$ cat config.mk
export PLATFORM = sky130hd
export DESIGN_NAME = usr_shift_top
export DESIGN_NICKNAME = d
export VERILOG_FILES = /design/src/hw/usr_pkg.sv /design/src/hw/usr_edge_det.sv /design/src/hw/usr_fifo.sv /design/src/hw/usr_shift_top.sv
export SDC_FILE = /design/constraint.sdc
export NUM_CORES = 1
export LEC_CHECK = 0
export ABC_CLOCK_PERIOD_IN_PS = 2900
export BUFFER_PORTS_ARGS = -buffer_cell sky130_fd_sc_hd__buf_2
export CAP_MARGIN = 0
export CORE_MARGIN = 2
export CORE_UTILIZATION = 39
export CTS_BUF_LIST = sky130_fd_sc_hd__clkbuf_8
export CTS_CLUSTER_DIAMETER = 50
export DETAILED_ROUTE_END_ITERATION = 10
export HOLD_SLACK_MARGIN = 0.03
export PLACE_DENSITY = 0.66
export SETUP_SLACK_MARGIN = 0.4
export SLEW_MARGIN = 20
export SYNTH_ARGS = -nofsm -noshare
export SYNTH_HDL_FRONTEND = slang
export SYNTH_SLANG_ARGS = --single-unit
$ cat constraint.sdc
create_clock -name clk -period 2.9 [get_ports clk]
set_input_delay 0.725 -clock clk [delete_from_list [all_inputs] [get_ports clk]]
set_output_delay 0.725 -clock clk [all_outputs]
set_load 0.02 [all_outputs]
$ cat src/hw/usr_pkg.sv
// Purpose: shared constants and types of the four-stage universal shift register
// Assumes: one 40 MHz clock, synchronous active-high sys_rst
// Notes: stage 0 is the first stage, stage 3 the last
// Operation
// - clear low forces all four stages low, overriding everything else
// - both selects high: rising edge loads parallel inputs, serial inputs ignored
// - low select only: first stage takes right-serial input, others take predecessor
// - high select only: last stage takes left-serial input, others take successor
// - both selects low: all stages hold as if clock gated off
// - apart from clear, stages change only on a low-to-high shift clock transition
// - exactly four stages, each on its own output, updated after capturing edge
`default_nettype none
package usr_pkg;

    localparam int STAGES = 4;
    localparam logic [3:0] STAGE_RST = 4'h0;
    localparam int FIFO_DEPTH = 4;
    localparam int CLK_PERIOD_NS = 25;

    // bit 0 is mode_sel_low, bit 1 is mode_sel_high
    typedef enum logic [1:0] {
        USR_MODE_HOLD = 2'b00,
        USR_MODE_SHR = 2'b01,
        USR_MODE_SHL = 2'b10,
        USR_MODE_LOAD = 2'b11
    } usr_mode_t;

    // inputs that are taken together at a capturing edge
    typedef struct packed {
        logic ser_right;
        logic ser_left;
        logic [3:0] par;
    } usr_data_in_t;

    // stage state of the top module; the edge detector and FIFO hold their own
    typedef struct packed {
        logic [3:0] stages;
    } usr_state_t;

    // next stage contents for a capturing edge in the given mode
    function automatic logic [3:0] usr_next_stages(
        input usr_mode_t mode,
        input logic [3:0] cur,
        input usr_data_in_t din
    );
        logic [3:0] nxt;
        nxt = cur;
        case (mode)
            USR_MODE_LOAD: nxt = din.par;
            USR_MODE_SHR: nxt = {cur[2:0], din.ser_right};
            USR_MODE_SHL: nxt = {din.ser_left, cur[3:1]};
            USR_MODE_HOLD: nxt = cur;
            default: nxt = cur;
        endcase
        return nxt;
    endfunction

endpackage
`default_nettype wire

$ cat src/hw/usr_edge_det.sv
// Purpose: rising-transition detector for the sampled shift clock pin
// Assumes: pin is synchronous to clk
// Notes: pulse is one clk cycle wide, combinational from level and last sample
`timescale 1ns/1ps
`default_nettype none
module usr_edge_det (
    input wire logic clk,
    input wire logic sys_rst,
    input wire logic level,
    output logic rise
);

    typedef struct packed {
        logic prev;
    } usr_edge_state_t;

    usr_edge_state_t st_r;
    usr_edge_state_t st_nxt;

    // remember last level so only a low-to-high change counts
    always_comb
    begin
        st_nxt = st_r;
        st_nxt.prev = level;
    end

    always_ff @(posedge clk)
    begin
        if (sys_rst)
        begin
            st_r.prev <= level; // follow the pin so its idle level never looks like an edge
        end
        else
        begin
            st_r <= st_nxt;
        end
    end

    assign rise = level & ~st_r.prev;

endmodule // usr_edge_det
`default_nettype wire

$ cat src/hw/usr_fifo.sv
// Purpose: small valid/ready FIFO carrying captured stage words
// Assumes: single clock, synchronous reset
// Notes: depth must be a power of two, at least 2
`timescale 1ns/1ps
`default_nettype none
module usr_fifo #(
    parameter int WIDTH = 4,
    parameter int DEPTH = usr_pkg::FIFO_DEPTH
) (
    input wire logic clk,
    input wire logic sys_rst,
    input wire logic in_valid,
    output logic in_ready,
    input wire logic [WIDTH-1:0] in_data,
    output logic out_valid,
    input wire logic out_ready,
    output logic [WIDTH-1:0] out_data
);

    localparam int AW = $clog2(DEPTH);

    // refused at elaboration: the pointers wrap by overflow only for powers of two
    if (DEPTH < 2 || (1 << AW) != DEPTH || WIDTH < 1)
    begin : g_bad_depth
        $error("usr_fifo: depth must be a power of two >= 2");
    end

    typedef struct packed {
        logic [DEPTH-1:0][WIDTH-1:0] mem;
        logic [AW-1:0] wr_ptr;
        logic [AW-1:0] rd_ptr;
        logic [AW:0] count;
        logic not_full;
        logic not_empty;
        logic [WIDTH-1:0] head;
    } usr_fifo_state_t;

    usr_fifo_state_t st_r;
    usr_fifo_state_t st_nxt;
    logic push;
    logic pop;

    assign in_ready = st_r.not_full;
    assign out_valid = st_r.not_empty;
    assign out_data = st_r.head;
    assign push = in_valid & in_ready;
    assign pop = out_valid & out_ready;

    // write at tail, read at head; count tracks both so full and empty are exact
    always_comb
    begin
        st_nxt = st_r;
        if (push)
        begin
            st_nxt.mem[st_r.wr_ptr] = in_data;
            st_nxt.wr_ptr = st_r.wr_ptr + 1'b1;
        end
        if (pop)
        begin
            st_nxt.rd_ptr = st_r.rd_ptr + 1'b1;
        end
        case ({push, pop})
            2'b10: st_nxt.count = st_r.count + 1'b1;
            2'b01: st_nxt.count = st_r.count - 1'b1;
            default: st_nxt.count = st_r.count;
        endcase
        // flags and head are registered so every output leaves a flip-flop
        st_nxt.not_full = (st_nxt.count != DEPTH[AW:0]);
        st_nxt.not_empty = (st_nxt.count != '0);
        st_nxt.head = st_nxt.mem[st_nxt.rd_ptr];
    end

    always_ff @(posedge clk)
    begin
        if (sys_rst)
        begin
            st_r <= '0;
            st_r.not_full <= 1'b1; // an empty buffer takes a word at once
        end
        else
        begin
            st_r <= st_nxt;
        end
    end
endmodule // usr_fifo
`default_nettype wire

$ cat src/hw/usr_shift_top.sv
// Purpose: four-stage universal shift register with load, shift right, shift left, hold
// Assumes: all pins synchronous to clk; shift_clk is a sampled level, not a clock
// Notes: each applied edge pushes the new stage word into a small FIFO; while
//        that FIFO is full, edge_ready is low and shift clock edges are ignored
//        clear is sampled like every other pin, so it acts one clk edge late;
//        a shift clock pulse shorter than one clk period can be missed
`timescale 1ns/1ps
`default_nettype none
module usr_shift_top #(
    parameter int STAGES = usr_pkg::STAGES,
    parameter int FIFO_DEPTH = usr_pkg::FIFO_DEPTH
) (
    input wire logic clk,
    input wire logic sys_rst,
    input wire logic clear_n,
    input wire logic shift_clk,
    input wire logic mode_sel_low,
    input wire logic mode_sel_high,
    input wire logic ser_right_in,
    input wire logic ser_left_in,
    input wire logic [3:0] par_in,
    output logic stage_out_first,
    output logic stage_out_second,
    output logic stage_out_third,
    output logic stage_out_last,
    output logic edge_ready,
    output logic [3:0] word_data,
    output logic word_valid,
    input wire logic word_ready
);

    // the mode decode and shift wiring serve exactly four stages
    if (STAGES != 4)
    begin : g_bad_stages
        $error("usr_shift_top: only four stages are supported");
    end

    usr_pkg::usr_state_t st_r;
    usr_pkg::usr_state_t st_nxt;
    usr_pkg::usr_mode_t mode;
    usr_pkg::usr_data_in_t din;
    logic clk_rise;
    logic fifo_ready;
    logic apply;

    usr_edge_det u_edge (
        .clk(clk),
        .sys_rst(sys_rst),
        .level(shift_clk),
        .rise(clk_rise)
    );

    // mode is sampled at the detected edge; selects settled while clock high
    assign mode = usr_pkg::usr_mode_t'({mode_sel_high, mode_sel_low});
    assign din = '{ser_right: ser_right_in, ser_left: ser_left_in, par: par_in};

    // hold mode is excluded so it never fills the FIFO with repeated words
    assign apply = clear_n & clk_rise & fifo_ready & (mode != usr_pkg::USR_MODE_HOLD);

    // clear has priority over every mode; other changes need a capturing edge
    always_comb
    begin
        st_nxt = st_r;
        if (!clear_n)
        begin
            st_nxt.stages = usr_pkg::STAGE_RST;
        end
        else if (apply)
        begin
            st_nxt.stages = usr_pkg::usr_next_stages(mode, st_r.stages, din);
        end
    end

    always_ff @(posedge clk)
    begin
        if (sys_rst)
        begin
            st_r.stages <= usr_pkg::STAGE_RST;
        end
        else
        begin
            st_r <= st_nxt;
        end
    end

    // each stage drives its own output straight from its flip-flop
    assign stage_out_first = st_r.stages[0];
    assign stage_out_second = st_r.stages[1];
    assign stage_out_third = st_r.stages[2];
    assign stage_out_last = st_r.stages[3];

    // stall source: a full FIFO makes edges be ignored rather than dropping words
    usr_fifo #(
        .WIDTH(4),
        .DEPTH(FIFO_DEPTH)
    ) u_fifo (
        .clk(clk),
        .sys_rst(sys_rst),
        .in_valid(apply),
        .in_ready(fifo_ready),
        .in_data(st_nxt.stages),
        .out_valid(word_valid),
        .out_ready(word_ready),
        .out_data(word_data)
    );

    assign edge_ready = fifo_ready;

    // helper signals for the checks below
    logic load_edge;
    logic shr_edge;
    logic shl_edge;
    assign load_edge = apply && mode == usr_pkg::USR_MODE_LOAD;
    assign shr_edge = apply && mode == usr_pkg::USR_MODE_SHR;
    assign shl_edge = apply && mode == usr_pkg::USR_MODE_SHL;

    // pins as one word, so the checks below look at what the outside sees
    logic [3:0] pin_stages;
    assign pin_stages = {stage_out_last, stage_out_third, stage_out_second, stage_out_first};

    // per-stage checks of load and both shift directions
    for (genvar i = 0; i < 4; i++)
    begin : g_stage_chk

        if (i > 0)
        begin : g_right

        end

        if (i < 3)
        begin : g_left

        end
    end
endmodule // usr_shift_top
`default_nettype wire

==> metrics.md <==
| Metric | Value |
|---|---|
| Status | finished clean |
| Root Buffer | sky130_fd_sc_hd__clkbuf_8 |
| Clock power share | a little under two fifths |
| Largest stage delay on the critical path | 0.39 ns |
| DRC errors left | 0 |
| Cell Pwr Density | roughly 520 nW/um^2 |
| Leading register cell type out of synthesis | sky130_fd_sc_hd__dfxtp_1 |
| Largest delay share family, worst path | adder cells |
| Overflow after GRT | 0 |
| Power dissipated by switching net loads | 0.000261 W |
| Cell-by-cell listing of the critical path | buf_2, nand4b_4, nor2_2, inv_1, ha_1, fa_1, xnor2_1, nor2_1, xnor2_1, nor2_1, nand2_1 |
| Maximum clock path buffer count | 2 |
| Die area | slightly below 5000 sq um |
| Slowest cell on crit path | sky130_fd_sc_hd__fa_1 |
| Clock period minus final worst setup slack | about 2.3 ns |
| Category of the worst setup path capture point | register |
| Worst hold path stage count | 2 |
| Largest vdd supply drop | 0.257 mV |
| Max-cap violations | 0 |
| Fmax | roughly 430 MHz |
| Count of hold buffers inserted by post-cts repair | 0 |
| Number of placement rows | 24 |
| Maximum number of pins on one net before global-route repair | 29 |
| WP data required | ~3 ns |
| Worst path arrival time | 2.50 ns |
| Critical path depth in cells | 11 |
| Cts bufs inserted | 5 |
| Share of synthesized flip-flops with an asynchronous set or reset | 0% |
| Combinational share of power | between 10% and 20% |
| Class of the worst hold path | reg -> reg |
| Fraction of post-synthesis cell area in the top cell type by area | between 30% and 40% |
| Synth warnings | 0 |
| Mapped Nets | a little under 200 |
| Overall routed net length | roughly 3.4 mm |
| Post-synth EDFFs | 0 |
| Number of buffers added for setup after CTS | 0 |
| Cell count after synthesis | 175 |
| Via total after detailed routing | 1,287 |
| Number of diodes | 0 |
| Post-cts sizing count | 0 |
| I/O pins | 23 |
| Leak | ~0.75 nW |
| Portion of the post-synthesis area used by sequential elements | 39.8% |
| Share of power burned in registers | between 40% and 50% |
| Total Neg Setup Slack | 0 ns |
| List of most frequent post-synthesis cells | 34 x sky130_fd_sc_hd__dfxtp_1, 22 x sky130_fd_sc_hd__nor2_1, 15 x sky130_fd_sc_hd__nor3_1 |
| Mapped Area | about 1700 sq um |
| Num Clock Sinks | 34 |
| Maximum net fanout on the critical path | 8 |
| Slew headroom | between 60 and 70% |
| Vertical die dimension | about 70 um |
| HPWL after DPL | 2.48 mm |
| Setup repair after global routing missed its margin | false |
| Syn-to-layout area delta | 10.8% |
| Fraction of power spent switching nets | between 20% and 30% |
| First-pass iteration count of the detailed router | 4 |
| Clock input transition at the sequential cells of the worst setup and hold paths | 0.07 ns |
| Cell-internal power | 0.000721 W |
| DIE WIDTH | ~70 um |
| Final ANT Viol Nets | 0 |
| Leading cell types by total area after synthesis | sky130_fd_sc_hd__dfxtp_1 40%, sky130_fd_sc_hd__mux2i_1 5.9%, sky130_fd_sc_hd__nor2_1 4.8% |
| TritonCTS clock tree | built |
| Gr usage total | around 16% |
| Routability-driven placement congestion ratio | about 0.8 |
| Buffers on Ports | 22 |
| Initial core utilization | roughly two fifths |
| Netlist cell types | between 40 and 50 |
| Max H-tree Level | 2 |
| Final Cycle Share | roughly four fifths |
| Global-route wire length before repair | 5.84 mm |
| First-iteration detailed-routing DRC count | 70 |
| Final number of hold-violating endpoints | 0 |
| Filler cells | approximately 440 |
| Via count of the first global-routing pass | 1,256 |
| Number of placed instances, taps included | approximately 240 |
| Number of pins exceeding their max-slew limit in the final report | 0 |
| CORE AREA | about 4300 sq um |
| Cell accounting for the most synthesized area | sky130_fd_sc_hd__dfxtp_1 |
| Average wire per standard cell | approximately 14 um |
| Startpoint Class | input port |
| Slew @ Worst Pin | ~0.56 ns |
| Layout net count | between 200 and 250 |
| Layout Cells excl Fill | ~250 |
| Number of antenna violations at the first check in global routing | 0 |
| Average cell area after synthesis | 9.77 sq um |
| Routed via count divided by cell count | ~5.2 |
| Layout cell share with drive strength beyond 1 | 24.7% |
| Flip-flop and latch count after synthesis | 34 |
| Later-pin clock latency in the skew report | slightly below 0.3 ns |
| Number of setup violations in the final report | 0 |
| Number of buffers and inverters on the critical path | 2 |
| Final worst clock skew | 0.00707 ns |
| Minimum hold slack | 0.495 ns |
| Type of the setup path with the least slack | in -> reg |
| Cell with the most instances after synthesis | sky130_fd_sc_hd__dfxtp_1 |
| Path depth of the worst reg2reg path | 10 |
==> worst min-delay path, stage by stage, from the launching register on <==
cell and delay (ns):
sky130_fd_sc_hd__dfxtp_1 0.31, sky130_fd_sc_hd__mux2i_1 0.07, sky130_fd_sc_hd__nor2_1 0.08
==> final timing paths <==
kind                                    from                          to  slack [ns]
setup / recovery                     clear_n  u_fifo.in_ready$_SDFF_PP1_        0.59
hold / removal    u_fifo.st_r[15]$_SDFF_PP0_  u_fifo.st_r[15]$_SDFF_PP0_        0.49
setup reg to reg  u_fifo.in_ready$_SDFF_PP1_  u_fifo.in_ready$_SDFF_PP1_        0.72
hold reg to reg   u_fifo.st_r[15]$_SDFF_PP0_  u_fifo.st_r[15]$_SDFF_PP0_        0.49
==> state kept, by name, summed over array words and instances (netlist names) <==
name and flops:
u_edge.st_r 1, pin_stages 4, u_fifo.out_data 4, u_fifo.out_valid 1
u_fifo.st_r 23, u_fifo.in_ready 1
==> layout make-up <==
type,count,area [sq um],area share (%)
clock buffer,6,82.6,4.36
timing repair buffer,23,118,6.21
clock inverter,2,12.5,0.661
sequential,34,681,36.0
inverter,3,11.3,0.595
multi-input combinational,126,923,48.8
tap,52,65.1,3.44
==> per-stage QoR <==
stage / power (W) / utilization, % / instance area (sq um) / worst slack (ns)
final: 0.000983 / 44.1 / 1890 / 0.590
after global routing: 0.00103 / 44.1 / 1890 / 0.433
after CTS: 0.000991 / 44.0 / 1890 / 0.583
after detailed placement: 0.000626 / 41.8 / 1800 / 0.265
after global placement: 0.000626 / 41.8 / 1800 / 0.323
after floorplan: 0.000600 / - / 1710 / 0.412
==> cell families after synthesis <==
| family | Yosys count | share of synthesized area (%) |
|---|---|---|
| AND/OR/NAND/NOR | 71 | 22.5 |
| flip-flops | 34 | 39.8 |
| AO/OA/AOI/OAI | 28 | 11.3 |
| buffers and inverters | 15 | 6.30 |
| multiplexers | 15 | 11.3 |
| XOR/XNOR | 6 | 3.95 |
| adder cells (fa/ha/maj) | 6 | 4.83 |
==> cell usage in the layout, fill, tap and decap left out, types with 4 or more instances in the layout <==
cell                       count
sky130_fd_sc_hd__nor2_1       21
sky130_fd_sc_hd__a21oi_1       9
sky130_fd_sc_hd__nand2_1      10
sky130_fd_sc_hd__nor3_1       15
sky130_fd_sc_hd__ha_1          5
sky130_fd_sc_hd__buf_2        22
sky130_fd_sc_hd__clkbuf_8      6
sky130_fd_sc_hd__dfxtp_1      34
sky130_fd_sc_hd__o21ai_0       4
sky130_fd_sc_hd__mux2i_1      10
sky130_fd_sc_hd__nand3_1       4
==> metal layers <==
metal  global-route usage, %  part of all wire (%)  vias up
met3                    6.06                   4.9        8
li1                        -                     -      652
met1                    20.4                    49      592
met5                       0                     0        -
met2                    22.6                    44       35
met4                    6.62                   2.0        0
==> power by group through the flow <==
stage                     registers, W  clock network [W]  logic [W]
after global placement        0.000501                  0   0.000126
final                         0.000490           0.000367   0.000125
after detailed placement      0.000501                  0   0.000125
after floorplan               0.000503                  0  0.0000970
after global routing          0.000492           0.000399   0.000140
after CTS                     0.000490           0.000375   0.000125
Power figures use the tool's default switching activity.
